`config.mk`:
```
export PLATFORM = sky130hd
export DESIGN_NAME = tdmsp_port
export DESIGN_NICKNAME = d
export VERILOG_FILES = /design/src/core/tdmsp_pkg.sv /design/src/core/tdmsp_port.sv
export SDC_FILE = /design/constraint.sdc
export NUM_CORES = 1
export LEC_CHECK = 0
export ABC_AREA = 1
export BUFFER_PORTS_ARGS = -buffer_cell sky130_fd_sc_hd__buf_4
export CORE_UTILIZATION = 35
export DETAILED_ROUTE_END_ITERATION = 8
export GPL_TIMING_DRIVEN = 1
export SYNTH_ARGS = -nofsm -noshare
export SYNTH_HDL_FRONTEND = slang
export SYNTH_HIERARCHICAL = 1
export SYNTH_SLANG_ARGS = --single-unit
```
`constraint.sdc`:
```
create_clock -name mclk -period 6.3 [get_ports mclk]
set_clock_uncertainty 0.05 [all_clocks]
set_input_delay 1.26 -clock mclk [delete_from_list [all_inputs] [get_ports mclk]]
set_output_delay 1.26 -clock mclk [all_outputs]
set_load 0.05 [all_outputs]
```
`src/core/tdmsp_pkg.sv`:
```
/*
  constants, register map and carrier types of the time-division multiplexed
  multiprocessor serial port.
  assumes: one 250 MHz core clock; every other party on the three-wire bus uses
  the same slot framing.
*/
// Summary of operation
// - several devices share the bus by turns; one slot may address any receiver set
// - drive bus_data_line only in slots whose slot_select bit 0-7 is one
// - one shared bidirectional clock line joins rx and tx clock pins
// - one shared bidirectional data line joins rx and tx data pins
// - bus_address_line tells which devices capture the word on the data line
// - data bits shift into rx_shift, full word is copied to rx_buffer
// - multiprocessing enabled hides rx_buffer from memory-mapped access
// - tx_buffer word is copied into tx_shift before serial sending
// - multiprocessing enabled hides tx_buffer from memory-mapped access
// - rx_irq_flag sets when rx_shift word is copied into rx_buffer
// - tx_irq_flag sets when tx_buffer word is copied into tx_shift
// - rx_tx_address low byte is own address, high byte the destination
// - destination address goes out serially on bus_address_line
// - rx_address_status reports address line state and slot timing position
// - mux_port_control behaves as std_port_control except bit 0
// - bit 0 of mux_port_control enables or disables multiprocessing
// - tx_shift sends its word one bit at a time on the data pin
package tdmsp_pkg;

  // ---------------------------------------------------------------
  // register map (word index on the memory-mapped port)
  // ---------------------------------------------------------------
  localparam int          REG_AW          = 3;
  localparam logic [2:0]  OFS_CTL         = 3'h0;
  localparam logic [2:0]  OFS_SLOT_SEL    = 3'h1;
  localparam logic [2:0]  OFS_RXTX_ADDR   = 3'h2;
  localparam logic [2:0]  OFS_RX_BUF      = 3'h3;
  localparam logic [2:0]  OFS_TX_BUF      = 3'h4;
  localparam logic [2:0]  OFS_RX_ADR_STAT = 3'h5;
  localparam logic [2:0]  OFS_IRQ_FLAG    = 3'h6;

  // mux_port_control fields
  localparam int          CTL_MP_EN       = 0;
  localparam int          CTL_CLK_MASTER  = 1;
  localparam int          CTL_TX_READY    = 4;
  localparam int          CTL_RX_READY    = 5;
  localparam int          CTL_OVERRUN     = 6;
  localparam logic [15:0] CTL_WR_MASK     = 16'h0003;
  // irq_flag_reg fields, write one to clear
  localparam int          IRQ_RX          = 0;
  localparam int          IRQ_TX          = 1;

  localparam logic [15:0] RST_CTL         = 16'h0000;
  localparam logic [15:0] RST_SLOT_SEL    = 16'h0000;
  localparam logic [15:0] RST_RXTX_ADDR   = 16'h0000;
  localparam logic [15:0] SLOT_SEL_MASK   = 16'h00FF;

  // ---------------------------------------------------------------
  // slot framing
  // ---------------------------------------------------------------
  localparam int          WORD_W          = 16;
  localparam int          ADDR_W          = 8;
  localparam int          NUM_SLOTS       = 8;
  localparam logic [3:0]  BIT_LAST        = 4'hF;
  localparam logic [3:0]  ADDR_FIRST_BIT  = 4'h1;
  localparam logic [3:0]  ADDR_LAST_BIT   = 4'h8;
  localparam logic [2:0]  SLOT_LAST       = 3'h7;

  // ---------------------------------------------------------------
  // timing: bus clock generated when this device is clock master
  // ---------------------------------------------------------------
  localparam int          MCLK_PERIOD_PS  = 4000;
  localparam int          BUS_CLK_NS      = 125;
  localparam int          BUS_HALF_CYC    = (BUS_CLK_NS * 1000) / (2 * MCLK_PERIOD_PS);

  // ---------------------------------------------------------------
  // carriers
  // ---------------------------------------------------------------
  typedef struct packed {
    logic drv;
    logic oe;
  } tdmsp_pin_t;

  typedef struct packed {
    logic [4:0] zero;
    logic [2:0] slot;
    logic [3:0] bitpos;
    logic [1:0] pad;
    logic       start_seen;
    logic       addr_level;
  } tdmsp_adr_stat_t;

endpackage

```
`src/core/tdmsp_port.sv`:
```
/*
  time-division multiplexed serial port: slot timing, transmit and receive
  shift paths, receive word FIFO and the memory-mapped register set.
  assumes: the shared clock, data and address lines are resolved outside from
  the enables with a pull-up; all bus inputs are asynchronous to mclk.
*/
`timescale 1ns/10ps

// ---------------------------------------------------------------
// small word FIFO
// ---------------------------------------------------------------
module tdmsp_fifo #(
  parameter int W = 16,
  parameter int D = 4
) (
  // clock and reset
  input  wire logic         mclk,
  input  wire logic         nrst,
  // fill side
  input  wire logic         in_valid,
  output logic              in_ready,
  input  wire logic [W-1:0] in_data,
  // drain side
  output logic              out_valid,
  input  wire logic         out_ready,
  output logic [W-1:0]      out_data
);
  localparam int AW = (D > 1) ? $clog2(D) : 1;

  logic [W-1:0] mem [D];
  logic [AW-1:0] wr_ptr;
  logic [AW-1:0] rd_ptr;
  logic [AW:0]   count;

  wire do_push = in_valid && in_ready;
  wire do_pop  = out_valid && out_ready;

  assign in_ready  = (count != (AW+1)'(D));
  assign out_valid = (count != '0);
  assign out_data  = mem[rd_ptr];

  always_ff @(posedge mclk or negedge nrst) begin
    if (!nrst) begin
      wr_ptr <= '0;
      rd_ptr <= '0;
      count  <= '0;
    end else begin
      if (do_push) begin
        wr_ptr <= (wr_ptr == AW'(D-1)) ? '0 : wr_ptr + 1'b1;
      end
      if (do_pop) begin
        rd_ptr <= (rd_ptr == AW'(D-1)) ? '0 : rd_ptr + 1'b1;
      end
      count <= count + (AW+1)'(do_push) - (AW+1)'(do_pop);
    end
  end

  always_ff @(posedge mclk) begin
    if (do_push) begin
      mem[wr_ptr] <= in_data;
    end
  end
endmodule

// ---------------------------------------------------------------
// port top
// ---------------------------------------------------------------
module tdmsp_port
  import tdmsp_pkg::*;
#(
  parameter int FIFO_DEPTH = 4
) (
  // clock and reset
  input  wire logic              mclk,
  input  wire logic              nrst,
  // memory-mapped register port
  input  wire logic [REG_AW-1:0] reg_addr,
  input  wire logic              reg_wr,
  input  wire logic              reg_rd,
  input  wire logic [15:0]       reg_wdata,
  output logic [15:0]            reg_rdata,
  // word port used while multiprocessing hides the buffers
  output logic                   rx_word_valid,
  input  wire logic              rx_word_ready,
  output logic [WORD_W-1:0]      rx_word,
  input  wire logic              tx_word_valid,
  output logic                   tx_word_ready,
  input  wire logic [WORD_W-1:0] tx_word,
  // shared bus clock line (rx and tx clock pins joined outside)
  input  wire logic              bus_clock_line_i,
  output logic                   bus_clock_line_o,
  output logic                   bus_clock_line_oe,
  // shared data line (rx and tx data pins joined outside)
  input  wire logic              bus_data_line_i,
  output logic                   bus_data_line_o,
  output logic                   bus_data_line_oe,
  // shared address line
  input  wire logic              bus_address_line_i,
  output logic                   bus_address_line_o,
  output logic                   bus_address_line_oe
);

  // ---------------------------------------------------------------
  // registers and state
  // ---------------------------------------------------------------
  logic [15:0]       ctl;
  logic [15:0]       slot_select;
  logic [15:0]       rx_tx_address;
  logic [WORD_W-1:0] rx_buffer;
  logic [WORD_W-1:0] tx_buffer;
  logic [WORD_W-1:0] rx_shift;
  logic [WORD_W-1:0] tx_shift;
  logic [ADDR_W-1:0] rx_adr_shift;
  logic [ADDR_W-1:0] tx_adr_shift;
  logic              rx_full;
  logic              tx_full;
  logic              rx_irq_flag;
  logic              tx_irq_flag;
  logic              overrun;
  logic              start_seen;
  logic [3:0]        bit_idx;
  logic [2:0]        slot_idx;
  logic              tx_active;
  tdmsp_pin_t        dat_pin;
  tdmsp_pin_t        adr_pin;
  logic              clk_div_out;
  logic [7:0]        div_cnt;
  logic [2:0]        clk_sync;
  logic [1:0]        dat_sync;
  logic [1:0]        adr_sync;

  // ---------------------------------------------------------------
  // decode
  // ---------------------------------------------------------------
  wire mp_en      = ctl[CTL_MP_EN];
  wire clk_master = ctl[CTL_CLK_MASTER];
  wire [ADDR_W-1:0] own_rx_addr  = rx_tx_address[7:0];
  wire [ADDR_W-1:0] dest_tx_addr = rx_tx_address[15:8];

  wire wr_ctl   = reg_wr && (reg_addr == OFS_CTL);
  wire wr_sel   = reg_wr && (reg_addr == OFS_SLOT_SEL);
  wire wr_adr   = reg_wr && (reg_addr == OFS_RXTX_ADDR);
  wire wr_irq   = reg_wr && (reg_addr == OFS_IRQ_FLAG);
  // buffers leave the memory map while multiprocessing runs
  wire wr_txbuf = reg_wr && (reg_addr == OFS_TX_BUF) && !mp_en;
  wire rd_rxbuf = reg_rd && (reg_addr == OFS_RX_BUF) && !mp_en;

  // bus clock edges, seen only after the two-flop synchroniser
  wire clk_rise = clk_sync[1] && !clk_sync[2];
  wire clk_fall = !clk_sync[1] && clk_sync[2];
  wire dat_s    = dat_sync[1];
  wire adr_s    = adr_sync[1];

  wire [3:0] next_bit  = (bit_idx == BIT_LAST) ? 4'h0 : bit_idx + 4'h1;
  wire [2:0] next_slot = (bit_idx == BIT_LAST) ?
                         ((slot_idx == SLOT_LAST) ? 3'h0 : slot_idx + 3'h1) : slot_idx;
  wire slot_start = mp_en && clk_fall && (next_bit == 4'h0);

  // transmitter claims only its own slots, and only with a word waiting
  wire tx_load = slot_start && slot_select[next_slot] && tx_full;

  // word complete at the last rising edge of a slot; start bit driven low
  wire [WORD_W-1:0] rx_word_now = {rx_shift[WORD_W-2:0], dat_s};
  wire rx_match = start_seen && ((rx_adr_shift & own_rx_addr) != '0);
  wire rx_done  = mp_en && clk_rise && (bit_idx == BIT_LAST);
  wire rx_push  = rx_done && rx_match;

  logic              fifo_in_ready;
  logic              fifo_out_valid;
  logic [WORD_W-1:0] fifo_out_data;
  wire rx_take  = fifo_out_valid && !rx_full;
  wire rx_drain = mp_en ? (rx_word_valid && rx_word_ready) : rd_rxbuf;
  wire tx_fill  = mp_en ? (tx_word_valid && tx_word_ready) : wr_txbuf;

  tdmsp_adr_stat_t adr_stat;
  assign adr_stat = '{zero: '0, slot: slot_idx, bitpos: bit_idx, pad: '0,
                      start_seen: start_seen, addr_level: adr_s};

  logic [15:0] rd_mux;
  always_comb begin
    case (reg_addr)
      OFS_CTL: begin
        // std_port_control layout with bit 0 taken by the enable
        rd_mux = ctl;
        rd_mux[CTL_TX_READY] = !tx_full;
        rd_mux[CTL_RX_READY] = rx_full;
        rd_mux[CTL_OVERRUN]  = overrun;
      end
      OFS_SLOT_SEL:    rd_mux = slot_select;
      OFS_RXTX_ADDR:   rd_mux = rx_tx_address;
      OFS_RX_BUF:      rd_mux = mp_en ? 16'h0000 : rx_buffer;
      OFS_TX_BUF:      rd_mux = mp_en ? 16'h0000 : tx_buffer;
      OFS_RX_ADR_STAT: rd_mux = adr_stat;
      OFS_IRQ_FLAG:    rd_mux = {14'h0000, tx_irq_flag, rx_irq_flag};
      default:         rd_mux = 16'h0000;
    endcase
  end

  assign rx_word_valid       = mp_en && rx_full;
  assign rx_word             = rx_buffer;
  assign tx_word_ready       = mp_en && !tx_full;
  assign bus_clock_line_o    = clk_div_out;
  assign bus_clock_line_oe   = clk_master;
  assign bus_data_line_o     = dat_pin.drv;
  assign bus_data_line_oe    = dat_pin.oe;
  assign bus_address_line_o  = adr_pin.drv;
  assign bus_address_line_oe = adr_pin.oe;

  // ---------------------------------------------------------------
  // receive FIFO between rx_shift and rx_buffer
  // ---------------------------------------------------------------
  tdmsp_fifo #(.W(WORD_W), .D(FIFO_DEPTH)) u_rx_fifo (
    .mclk      (mclk),
    .nrst      (nrst),
    .in_valid  (rx_push),
    .in_ready  (fifo_in_ready),
    .in_data   (rx_word_now),
    .out_valid (fifo_out_valid),
    .out_ready (!rx_full),
    .out_data  (fifo_out_data)
  );

  // ---------------------------------------------------------------
  // synchronisers and clock divider
  // ---------------------------------------------------------------
  always_ff @(posedge mclk or negedge nrst) begin
    if (!nrst) begin
      clk_sync <= 3'h7;
      dat_sync <= 2'h3;
      adr_sync <= 2'h3;
    end else begin
      clk_sync <= {clk_sync[1:0], bus_clock_line_i};
      dat_sync <= {dat_sync[0], bus_data_line_i};
      adr_sync <= {adr_sync[0], bus_address_line_i};
    end
  end

  always_ff @(posedge mclk or negedge nrst) begin
    if (!nrst) begin
      div_cnt     <= 8'h00;
      clk_div_out <= 1'b1;
    end else if (div_cnt == 8'(BUS_HALF_CYC - 1)) begin
      div_cnt     <= 8'h00;
      clk_div_out <= !clk_div_out;
    end else begin
      div_cnt <= div_cnt + 8'h01;
    end
  end

  // ---------------------------------------------------------------
  // control registers
  // ---------------------------------------------------------------
  always_ff @(posedge mclk or negedge nrst) begin
    if (!nrst) begin
      ctl           <= RST_CTL;
      slot_select   <= RST_SLOT_SEL;
      rx_tx_address <= RST_RXTX_ADDR;
      reg_rdata     <= 16'h0000;
    end else begin
      if (wr_ctl) ctl <= reg_wdata & CTL_WR_MASK;
      if (wr_sel) slot_select <= reg_wdata & SLOT_SEL_MASK;
      if (wr_adr) rx_tx_address <= reg_wdata;
      if (reg_rd) reg_rdata <= rd_mux;
    end
  end

  // flags: a hardware set wins over a clear in the same cycle
  always_ff @(posedge mclk or negedge nrst) begin
    if (!nrst) begin
      rx_irq_flag <= 1'b0;
      tx_irq_flag <= 1'b0;
      overrun     <= 1'b0;
    end else begin
      rx_irq_flag <= rx_take || (rx_irq_flag && !(wr_irq && reg_wdata[IRQ_RX]));
      tx_irq_flag <= tx_load || (tx_irq_flag && !(wr_irq && reg_wdata[IRQ_TX]));
      overrun     <= (rx_push && !fifo_in_ready) || (overrun && !wr_ctl);
    end
  end

  // ---------------------------------------------------------------
  // buffers
  // ---------------------------------------------------------------
  always_ff @(posedge mclk or negedge nrst) begin
    if (!nrst) begin
      rx_buffer <= '0;
      tx_buffer <= '0;
      rx_full   <= 1'b0;
      tx_full   <= 1'b0;
    end else begin
      if (rx_take) begin
        rx_buffer <= fifo_out_data;
        rx_full   <= 1'b1;
      end else if (rx_drain) begin
        rx_full <= 1'b0;
      end
      // a fill in the load cycle is refused by ready, so the loaded word is safe
      if (tx_fill && !tx_load) begin
        tx_buffer <= mp_en ? tx_word : reg_wdata;
        tx_full   <= 1'b1;
      end else if (tx_load) begin
        tx_full <= 1'b0;
      end
    end
  end

  // ---------------------------------------------------------------
  // slot timing and shift paths
  // ---------------------------------------------------------------
  // outputs change on falling edges, inputs are sampled on rising edges
  always_ff @(posedge mclk or negedge nrst) begin
    if (!nrst) begin
      bit_idx      <= BIT_LAST;
      slot_idx     <= SLOT_LAST;
      tx_active    <= 1'b0;
      tx_shift     <= '0;
      tx_adr_shift <= '0;
      dat_pin      <= '{drv: 1'b1, oe: 1'b0};
      adr_pin      <= '{drv: 1'b1, oe: 1'b0};
    end else if (!mp_en) begin
      // leaving multiprocessing mode releases the lines at once
      bit_idx   <= BIT_LAST;
      slot_idx  <= SLOT_LAST;
      tx_active <= 1'b0;
      dat_pin   <= '{drv: 1'b1, oe: 1'b0};
      adr_pin   <= '{drv: 1'b1, oe: 1'b0};
    end else if (clk_fall) begin
      bit_idx  <= next_bit;
      slot_idx <= next_slot;
      if (tx_load) begin
        tx_active    <= 1'b1;
        tx_shift     <= {tx_buffer[WORD_W-2:0], 1'b0};
        tx_adr_shift <= dest_tx_addr;
        dat_pin      <= '{drv: tx_buffer[WORD_W-1], oe: 1'b1};
        adr_pin      <= '{drv: 1'b0, oe: 1'b1};
      end else if (slot_start) begin
        tx_active <= 1'b0;
        dat_pin   <= '{drv: 1'b1, oe: 1'b0};
        adr_pin   <= '{drv: 1'b1, oe: 1'b0};
      end else if (tx_active) begin
        tx_shift <= {tx_shift[WORD_W-2:0], 1'b0};
        dat_pin  <= '{drv: tx_shift[WORD_W-1], oe: 1'b1};
        if (next_bit >= ADDR_FIRST_BIT && next_bit <= ADDR_LAST_BIT) begin
          tx_adr_shift <= {tx_adr_shift[ADDR_W-2:0], 1'b0};
          adr_pin      <= '{drv: tx_adr_shift[ADDR_W-1], oe: 1'b1};
        end else begin
          adr_pin <= '{drv: 1'b1, oe: 1'b0};
        end
      end
    end
  end

  always_ff @(posedge mclk or negedge nrst) begin
    if (!nrst) begin
      rx_shift     <= '0;
      rx_adr_shift <= '0;
      start_seen   <= 1'b0;
    end else if (mp_en && clk_rise) begin
      rx_shift <= rx_word_now;
      if (bit_idx == 4'h0) begin
        start_seen <= !adr_s;
      end
      if (bit_idx >= ADDR_FIRST_BIT && bit_idx <= ADDR_LAST_BIT) begin
        rx_adr_shift <= {rx_adr_shift[ADDR_W-2:0], adr_s};
      end
    end
  end
endmodule

```
---- After elaboration in Yosys (flattened, before gate mapping) ----
Memories as Yosys holds them, arrays and structs flattened. A register that Yosys moved wholly into a read port is not among the register bits.
Index checks and enable logic that the tools add are counted.
Widths: inputs -> output; s select.
word-level totals
  bits in registers ....................... 146
  memory bits (writable) .................. 64
  input bits .............................. 44
  output and inout port bits .............. 40
  memories kept ........................... 1
operators by class
  add/sub/neg operators ................... 7
  order comparisons ....................... 5
  equal/unequal tests ..................... 16
  muxes and demuxes ....................... 46
  bitwise gates (word level) .............. 1
  reductions and logical operators ........ 64
memories
  name           words  bits a word  rd ports  clocked after memory_dff  wr ports  line              source
  u_rx_fifo.mem  4      16           1         1                         1         tdmsp_port.sv:30  logic [W-1:0] mem [D];
operator list
  cell                 count
  $pmux 16 s7          1
  $mux 16              6
  $mux 8               5
  $logic_and 1x1->1    33
  $mux 2               13
  $logic_not 1->1      13
  $mux 1               13
  $eq 3x3->1 const B   4
  $mux 3               4
  $mux 4               3
  $add 8x1->8 const B  1
  $and 8x8->8          1
  $eq 8x4->1 const B   1
  $ge 4x1->1 const B   2
  $le 4x4->1 const B   2
  $logic_not 4->1      2
  $reduce_and 2->1     4
  $reduce_bool 2->1    4
  $reduce_bool 8->1    1
  $eq 3x2->1 const B   2
  $lt 3x5->1 const B   1
  $reduce_and 5->1     1
  $add 2x1->2 const B  2
  $add 4x1->4 const B  1
  15 further kinds     19

---- Longest topological paths before layout ----
Gate-level depths: netlist (run 1).
  word-level depth ........................ 10
  gate-level depth with buffers ........... 15

---- By module ----
The synthesis (run 1) kept the hierarchy.
by module, submodules not included
  module      instances  cells each  area each (um2)  seq. area each (um2)
  tdmsp_port  1          849         7,387.1          3,875.0
  tdmsp_fifo  1          242         3,243.1          2,097.0

---- Least setup slack after synthesis (run 1) ----
Ideal clock, no wire load.
  path kind ............................... register to register
  start ................................... register bit_idx[0]
  end ..................................... register u_rx_fifo.count[1]
  library setup time ...................... 0.114 ns
  arrival ................................. 2.341 ns
  setup slack ............................. 3.795 ns
  cell stages (with the launch flop) ...... 13
  buffers on the path ..................... 0
  clock period less this slack ............ 2.505 ns
  cells stage by stage .................... dfstp_2 -> ha_1 -> nand3_2 -> nor2_1 -> nand3_1 -> inv_1 -> nand2_4 -> ha_1 -> inv_1 -> ha_1 -> inv_1 -> fa_1 -> inv_1
between the ends
  cells in the longest elaborated chain, start to end .. 6
RTL lines
  element                 line               source
  start, declared         tdmsp_port.sv:121  logic [3:0] bit_idx;
  start signal, assigned  tdmsp_port.sv:327  bit_idx <= next_bit;
  $eq 4x4->1              tdmsp_port.sv:165  wire rx_done = mp_en && clk_rise && (bit_idx == BIT_LAST);
  $logic_and 1x1->1       tdmsp_port.sv:165
  $logic_and 1x1->1       tdmsp_port.sv:166  wire rx_push = rx_done && rx_match;
  via rx_push             tdmsp_port.sv:166
  $logic_and 1x1->1       tdmsp_port.sv:35   wire do_push = in_valid && in_ready;
  $add 3x1->3             tdmsp_port.sv:54   count <= count + (AW+1)'(do_push) - (AW+1)'(do_pop);
  $sub 3x1->3             tdmsp_port.sv:54
  end signal, assigned    tdmsp_port.sv:54
  end, declared           tdmsp_port.sv:33   logic [AW:0] count;
The timed path passes the listed nets, and every way through them passes these cells.
A chain may end at the register's enable or synchronous reset.

---- Final worst setup path (run 1) ----
  start ................................... register ctl[0]
  end ..................................... output port tx_word_ready
between the ends
  cells in the longest elaborated chain, start to end .. 1
RTL lines
  element                 line               source
  start, declared         tdmsp_port.sv:106  logic [15:0] ctl;
  start signal, assigned  tdmsp_port.sv:260  if (wr_ctl) ctl <= reg_wdata & CTL_WR_MASK;
  $logic_and 1x1->1       tdmsp_port.sv:201  assign tx_word_ready = mp_en && !tx_full;
  end, declared           tdmsp_port.sv:87   output logic tx_word_ready,
Every way passes these cells.

==> results of run 1 <==
[power by group]
group | leakage, nW | internal [mW] | switching [mW]
logic | 2.72 | 0.490 | 1.00
registers | 2.67 | 1.77 | 0.231
clock network | 0.414 | 0.894 | 0.594
[kinds of logic after synthesis]
logic type | after synthesis | share of synthesized area [%]
buffers and inverters | 188 | 7.96
AOI/OAI and AO/OA | 199 | 13.3
adders and majority gates | 17 | 2.07
xor gates and xnor gates | 8 | 0.659
and+or+nand+nor | 438 | 18.2
muxes | 16 | 1.69
DFF | 225 | 56.2
[critical path, delay by kind of cell (launching register included)]
| kind | cells | cell delay (ps) |
|---|---|---|
| and+or+nand+nor | 1 | 360 |
| DFF | 1 | 770 |
| buffers and inverters | 2 | 820 |
[area by class of cell]
type,instances,area (µm²),area share (%)
Sequential cell,225,5970,48.3
Multi-Input combinational cell,678,3820,30.9
Clock buffer,38,736,5.95
Timing Repair Buffer,92,702,5.68
Inverter,138,523,4.23
Tap cell,390,488,3.95
Clock inverter,10,120,0.971
[path summary, 6_finish.rpt]
path	from	endpoint	slack (ps)	depth (start not counted)
max	ctl[0]	tx_word_ready	2500	3
min	clk_sync[0]	clk_sync[1]	300	0
max reg2reg	ctl[0]	tx_adr_shift[1]	2770	10
min reg2reg	clk_sync[0]	clk_sync[1]	300	0
max in group asynchronous	nrst	tx_adr_shift[6]	4380	2
min in group asynchronous	nrst	rx_adr_shift[7]	620	1
[metal layers]
layer	GRT usage, %	routed length (µm)	part of all wire (%)	up-vias
li1	-	-	-	3788
met1	23.8	11900	45	3672
met2	28.2	12400	47	206
met3	2.50	1270	4.8	46
met4	4.96	677	2.6	0
met5	0	0	0	-
[synth_stat cells (all sizes together), types with 9 or more instances]
cell,n
nor2,30
o22ai,9
clkbuf,28
dfrtp,144
edfxtp,64
ha,16
nand4,26
mux2,16
dfstp,17
o211ai,72
o21ai,70
nand3,34
inv,136
a31oi,13
a21oi,14
nand2,333
nor3,12
buf,22
[metrics by stage]
stage                     total power [mW]  area, µm²
final                                 4.98      12400
after global routing                  5.25      12400
after CTS                             5.04      12400
after detailed placement              3.53      11500
after global placement                3.50      11500
after floorplan                       3.11      10600
[registers in the layout (all words and copies together) (netlist names), 4 cells and up]
signal	flops
reg_rdata	16
rx_shift	15
tx_buffer	16
rx_word	16
rx_adr_shift	8
u_rx_fifo/mem	64
slot_select	8
div_cnt	8
rx_tx_address	16
tx_adr_shift	8
bit_idx	4
tx_shift	15
==> out/results.tsv, run 1 <==
metric	value	unit
hold_path.class	flip-flop to flip-flop	
postCtsSetupRepairBufs	0	
clk_pin_slew	60	ps
layout_worst_path_cycle_share	60.3	%
vias	7712	
h-tree-depth	1	
synth_nets	1152	
pin_count	84	
port-buffer-count	83	
rsz0062_at_grt	false	
root_buffer	clkbuf_16	
cp-end-kind	output pin	
min_period	3800	ps
clock-sinks	225	
die_w	176	µm
grt_first_pass_wirelength	42100	µm
grt.overflow.total	0	
rows	63	
post_cts_resized	0	
synth_cells	1091	
core_region_area	29800	µm²
cts_hold_buf	0	
first_pass_iters	5	
finalSetupViolations	0	
hold_violations	0	
synth_seq_cells	225	
drive_gt1_share	20.7	%
grt_pass1_vias	7572	
critical_path.max_stage_delay	770	ps
grt_max_degree	68	
antenna_found_initial	0	
place_hpwl	18700	µm
worstSetupStartpointType	flip-flop	
worst_slew_pin_slew	1030	ps
start_util	35.7	%
slew_viol_final	0	
yosys-top-cells-area	dfrtp_1 (34%), edfxtp_1 (18%), nand2_1 (11%)	
synth_top_area_cell	dfrtp_1	
cts_buffers	26	
dp.cells	1523	
fin_cells	1571	
clock.fmax	263	MHz
drtAntennaViolNets	0	
cp_max_fo	55	
die_h	176	µm
finalHoldWorstSlack	305	ps
yosys.area.top_type_share	33.9	%
drtIter0Drc	598	
crit_chain	inv_2, nor2_1, buf_4	
ys_seq_area_share	56.2	%
layout_setup_ws	2500	ps
synth_ff_type	dfrtp_1	
max-vdd-ir-drop	0.222	mV
layout_common_cells	nand2_1 (298), dfrtp_1 (143), inv_1 (131)	
wl_per_cell	16.7	µm
slew_headroom	30.8	%
fp.dieArea	31100	µm²
syn_area	10600	µm²
insertion_delay	530	ps
leakagePower	5.80	nW
fin_util	41.5	%
fill_cells	2920	
mostFrequentLayoutCell	nand2_1	
area_growth_syn_to_layout	16.3	%
pre_cts_ws	2780	ps
slowest_stage	dfrtp_1	
power_density	403	nW/µm²
ys_async_sr_fraction	71.6	%
cts_tree	done	
yosysWarnings	6	
place_congestion	0.902	
synth_edf_count	64	
tns	0	ps
synth.avg_cell_area	9.74	µm²
path_class	flip-flop to output pin	
status	finished clean	
ys_types	47	
crit_required	4990	ps
via_per_inst	4.91	
nets	1222	
grtUsageTotal	17.3	%
arrival	2490	ps
drv_cap	0	
clockBufferDepth	3	
finalWirelength	26300	µm
route.detailed.drc	0	
antenna_cells	0	
(Power assumes the default switching activity.)
==> run 2: changes to the inputs <==
==> constraint.sdc (replaced) <==
create_clock -name mclk -period 3.41 [get_ports mclk]
set_clock_uncertainty 0.05 [all_clocks]
set_input_delay 0.682 -clock mclk [delete_from_list [all_inputs] [get_ports mclk]]
set_output_delay 0.682 -clock mclk [all_outputs]
set_load 0.05 [all_outputs]
==> run 2 against run 1 <==
Core utilization grew 0.31 points. Via count is 1.1% higher. Die area stayed put. Flip-flop and latch count unchanged. Cell count increased by 0.57%. Combinational power rose by 79%. Highest routed layer unchanged. Global-route usage increased by 0.062 points. Clock power grew 89%. Clock-buffer cell count up 1. Cell area increased by 0.75%.
==> out/results.tsv, run 2 (synthesized netlist as in run 1, its figures left out) <==
metric	value	unit	change
arrival	3260	ps	was 2490 ps
p_clk_share	30.4	%	was 29.9%
ff_latch_area	5970	µm²	unchanged
p_total	9.27	mW	was 4.98 mW
top_register	u_rx_fifo/mem		unchanged
pre_cts_ws	606	ps	was 2780 ps
vias	7793		was 7712
leakagePower	5.87	nW	was 5.80 nW
hold_path.class	input port to asynchronous set/reset pin		was flip-flop to flip-flop
layout_setup_ws	559	ps	was 2500 ps
clock.fmax	351	MHz	
path_class	flip-flop to flip-flop		was flip-flop to output pin
cts_hold_buf	0		unchanged
port-buffer-count	83		unchanged
antenna_cells	0		unchanged
intPower	5.90	mW	was 3.15 mW
drv_cap	0		unchanged
grt_pass1_vias	7739		was 7572
share_seq_of_total_power	40.5	%	was 40.1%
wl_per_cell	16.8	µm	was 16.7 µm
max-vdd-ir-drop	0.451	mV	was 0.222 mV
place_hpwl	18500	µm	was 18700 µm
via_per_inst	4.93		was 4.91
finalHoldWorstSlack	65.0	ps	was 305 ps
rows	63		unchanged
pwr-share-comb	29.0	%	was 30.0%
crit_required	3820	ps	was 4990 ps
fp.dieArea	31100	µm²	unchanged
clk_pin_slew	60	ps	about the same
reg2reg_from	bit_idx[0]		was ctl[0]
insertion_delay	530	ps	about the same
layout_common_cells	nand2_1 (298), dfrtp_1 (143), inv_1 (131)		unchanged
slew_headroom	28.8	%	was 30.8%
drive_gt1_share	21.2	%	was 20.7%
fill_cells	2905		was 2920
nets	1231		was 1222
drtAntennaViolNets	0		unchanged
multiInputGateArea	3820	µm²	about the same
p_switching	3.37	mW	was 1.83 mW
grt_max_degree	72		was 68
first_pass_iters	6		was 5
cp_max_fo	32		was 55
rsz0062_at_grt	false		unchanged
die_h	176	µm	unchanged
finalSetupViolations	0		unchanged
p_sw_share	36.3	%	was 36.7%
grt_first_pass_wirelength	42400	µm	was 42100 µm
grt.overflow.total	0		unchanged
tns	0	ps	unchanged
place_congestion	0.947		was 0.902
start_util	35.7	%	unchanged
slew_viol_final	0		unchanged
finalWirelength	26500	µm	was 26300 µm
worstSetupStartpointType	flip-flop		unchanged
antenna_found_initial	0		unchanged
drtIter0Drc	600		was 598
mostFrequentLayoutCell	nand2_1		unchanged
core_region_area	29800	µm²	unchanged
pin_count	84		unchanged
clock-sinks	225		unchanged
critPathLaunch	bit_idx[0]		was ctl[0]
cts_buffers	26		unchanged
h-tree-depth	1		unchanged
hold_violations	0		unchanged
die_w	176	µm	unchanged
worst_slew_pin_slew	1060	ps	was 1030 ps
postCtsSetupRepairBufs	0		unchanged
clockBufferDepth	3		unchanged
route.detailed.drc	0		unchanged
cts_tree	done		unchanged
min_period	2850	ps	
grtUsageTotal	17.3	%	about the same
largest_reg_flops	64		unchanged
post_cts_resized	0		unchanged
status	finished clean		unchanged
root_buffer	clkbuf_16		unchanged
reg2reg_slack	560	ps	was 2770 ps
cp-end-kind	flip-flop		was output pin
layout_worst_path_cycle_share	83.6	%	
area_growth_syn_to_layout	17.2	%	was 16.3%
power_density	745	nW/µm²	was 403 nW/µm²
r2r_cells	13		was 10
-- run 2: cell count changes in the layout (fill, tap and decap cells not counted), sizes merged --
| cell | change |
|---|---|
| buf | +9 |
| inv | +1 |
| clkbuf | +1 |
| clkinvlp | -1 |
| clkinv | -1 |
-- run 2: power groups by stage --
stage	Sequential [mW]	Combinational [mW]	Clock [mW]
finish	3.76	2.69	2.82
floorplan	4.05	1.70	0
global route	3.82	2.96	2.98
CTS	3.76	2.72	2.89
global placement	3.80	2.67	0
detailed placement	3.80	2.71	0
-- run 2: worst paths after layout --
| check | to |
|---|---|
| max | tx_shift[2] |
| max reg2reg | tx_shift[2] |
| min reg2reg | clk_sync[1] |
| min | rx_adr_shift[4] |
| max in group asynchronous | slot_idx[2] |
| min in group mclk | dat_sync[0] |
-- run 2: worst max-delay path: stages, from the launching register on --
cell     delay [ps]
dfstp_2         590
ha_1            250
nand2_2         100
nor2_4          170
nand2_4          90
nand2_2          90
nand2_1          50
nand3_1          60
nand2_1          80
nand2_4         240
nand3_4         400
o21ai_4         350
nand3_1         140
nand2_1          90
-- run 2: per-layer routing --
layer	part of all wire (%)	routed length, µm	vias up	GRT usage, %
li1	-	-	3800	-
met1	44	11700	3738	23.3
met2	49	12900	203	28.9
met3	4.3	1150	52	2.35
met4	2.8	730	0	5.58
met5	0	0	-	0
-- run 2: stage by stage --
| stage | cell area (µm²) | instances | utilization, % |
|---|---|---|---|
| 3_3_place_gp | 11600 | 1532 | 38.9 |
| 2_1_floorplan | 10600 | 1091 | - |
| 4_1_cts | 12500 | 1580 | 41.8 |
| 5_1_grt | 12500 | 1580 | 41.8 |
| 6_report | 12500 | 1580 | 41.8 |
| 3_5_place_dp | 11600 | 1532 | 38.9 |
-- run 2: final cells by class --
type / instances / area share [%]
clock buffer: 39 / 6.27
sequential: 225 / 48.0
multi-input combinational: 678 / 30.6
tap: 390 / 3.92
inverter: 138 / 4.20
timing repair buffer: 101 / 6.22
clock inverter: 9 / 0.804
==> run 3: changes to the inputs <==
==> constraint.sdc (replaced) <==
create_clock -name mclk -period 2.8 [get_ports mclk]
set_clock_uncertainty 0.05 [all_clocks]
set_input_delay 0.56 -clock mclk [delete_from_list [all_inputs] [get_ports mclk]]
set_output_delay 0.56 -clock mclk [all_outputs]
set_load 0.05 [all_outputs]
==> run 3 against run 2 <==
Cell count is 0.44% higher. Non-clock buffer count rose by 7. Flip-flop and latch count did not move. Combinational power increased by 28%. Sequential share of layout area shrank 0.17 points. Die area did not move. Routed wire length is 0.59% lower. Core utilization grew 0.15 points. Largest power group unchanged. Fmax up 9.9%. Setup slack got worse by 350 ps. Total power up 21%.
==> out/results.tsv, run 3 (synthesized netlist as in run 1, its figures left out) <==
metric	value	unit	change
status	finished clean		unchanged
insertion_delay	540	ps	was 530 ps
worst_slew_pin_slew	858	ps	was 1060 ps
pin_count	84		unchanged
core_region_area	29800	µm²	unchanged
max-vdd-ir-drop	0.502	mV	was 0.451 mV
cp_max_fo	7		was 32
wl_per_cell	16.6	µm	was 16.8 µm
cts_tree	done		unchanged
drv_cap	0		unchanged
drtAntennaViolNets	0		unchanged
hold_path.class	input port to flip-flop		was input port to asynchronous set/reset pin
port-buffer-count	83		unchanged
multiInputGateArea	3820	µm²	unchanged
slew_viol_final	0		unchanged
slew_headroom	42.7	%	was 28.8%
postCtsSetupRepairBufs	0		unchanged
critPathMostFrequentCell	inv_1		was nand2_1
clock.fmax	386	MHz	was 351 MHz
start_util	35.7	%	unchanged
drtIter0Drc	567		was 600
largest_reg_flops	64		unchanged
r2r_cells	12		was 13
place_congestion	0.871		was 0.947
grt_first_pass_wirelength	43000	µm	was 42400 µm
grt.overflow.total	0		unchanged
layout_worst_path_cycle_share	92.6	%	was 83.6%
die_h	176	µm	unchanged
grtUsageTotal	17.5	%	was 17.3%
min_period	2590	ps	was 2850 ps
area_growth_syn_to_layout	17.6	%	was 17.2%
drive_gt1_share	21.8	%	was 21.2%
mostFrequentLayoutCell	nand2_1		unchanged
cp-end-kind	flip-flop		unchanged
arrival	2950	ps	was 3260 ps
rsz0062_at_grt	false		unchanged
first_pass_iters	5		was 6
finalSetupViolations	0		unchanged
place_hpwl	18200	µm	was 18500 µm
fp.dieArea	31100	µm²	unchanged
leakagePower	5.89	nW	was 5.87 nW
tns	0	ps	unchanged
slowest_stage	dfstp_2		unchanged
antenna_found_initial	0		unchanged
place_area	11600	µm²	about the same
finalWirelength	26300	µm	was 26500 µm
path_class	flip-flop to flip-flop		unchanged
worstHoldPathCells	1		
antenna_cells	0		unchanged
fill_cells	2928		was 2905
rows	63		unchanged
h-tree-depth	1		unchanged
nets	1238		was 1231
top_register	u_rx_fifo/mem		unchanged
worstSetupStartpointType	flip-flop		unchanged
grt_max_degree	68		was 72
crit_chain	ha_1, nand3_2, nor2_1, nand3_1, inv_1, nand2_4, ha_1, inv_1, ha_1, inv_1, fa_1, inv_1		was ha_1, nand2_2, nor2_4, nand2_4, nand2_2, nand2_1, nand3_1, nand2_1, nand2_4, nand3_4, o21ai_4, nand3_1, nand2_1
hold_violations	0		unchanged
clockBufferDepth	3		unchanged
cts_buffers	26		unchanged
crit_required	3160	ps	was 3820 ps
via_per_inst	4.92		was 4.93
critical_path.max_stage_delay	590	ps	about the same
postLayoutCellArea	12500	µm²	about the same
clk_pin_slew	60	ps	about the same
clock-sinks	225		unchanged
power_density	895	nW/µm²	was 745 nW/µm²
route.detailed.drc	0		unchanged
vias	7804		was 7793
die_w	176	µm	unchanged
root_buffer	clkbuf_16		unchanged
ff_latch_area	5970	µm²	unchanged
layout_common_cells	nand2_1 (298), dfrtp_1 (143), inv_1 (131)		unchanged
grt_pass1_vias	7657		was 7739
-- run 3: worst paths after layout --
kind | slack (ps) | startpoint | to
max in group asynchronous | 1370 | nrst | bus_clock_line_o
min reg2reg | 310 | adr_sync[0] | adr_sync[1]
min in group asynchronous | 540 | nrst | rx_adr_shift[3]
max reg2reg | 210 | bit_idx[0] | u_rx_fifo/count[1]
max | 210 | bit_idx[0] | u_rx_fifo/count[1]
min | 100 | bus_data_line_i | dat_sync[0]
-- run 3: layout make-up --
cell class	count	area share, %
Sequential cell	225	47.8
Multi-Input combinational cell	678	30.5
Clock inverter	16	1.01
Tap cell	390	3.90
Timing Repair Buffer	108	6.87
Inverter	138	4.18
Clock buffer	32	5.72
-- run 3: critical path: cells and delay by family (launching register included) --
family                   cells  cell delay [ps]
adder cells (fa/ha/maj)      4             1130
AND/OR/NAND/NOR              4              410
flip-flops                   1              590
buffers and inverters        4              290
-- run 3: repair_timing --
item	in CTS	in global routing
endpoints found under the hold margin	47	0
hold buffers	1	0
resized for setup	0	1
endpoints found under the setup margin	0	1
-- run 3: routing by layer --
metal / global-route usage [%] / up-vias / routed length, µm
met5: 0 / - / 0
met1: 24.0 / 3744 / 11700
met2: 28.5 / 196 / 12700
met3: 2.41 / 44 / 1240
met4: 5.54 / 0 / 779
li1: - / 3820 / -
-- run 3: per-stage QoR --
stage | hold slack, ps | utilization (%) | cells | worst slack, ps | total power [mW]
after global routing | 83.7 | 42.0 | 1587 | 11.7 | 11.8
final | 104 | 42.0 | 1587 | 207 | 11.2
after floorplan | 214 | - | 1091 | 295 | 6.99
after CTS | 77.6 | 41.9 | 1587 | 210 | 11.3
after detailed placement | 300 | 39.1 | 1538 | 230 | 7.98
after global placement | 297 | 39.1 | 1538 | 251 | 7.94
-- run 3: power by group --
group / switching [mW] / internal, mW
registers: 0.493 / 3.97
clock network: 1.38 / 1.92
logic: 2.27 / 1.16
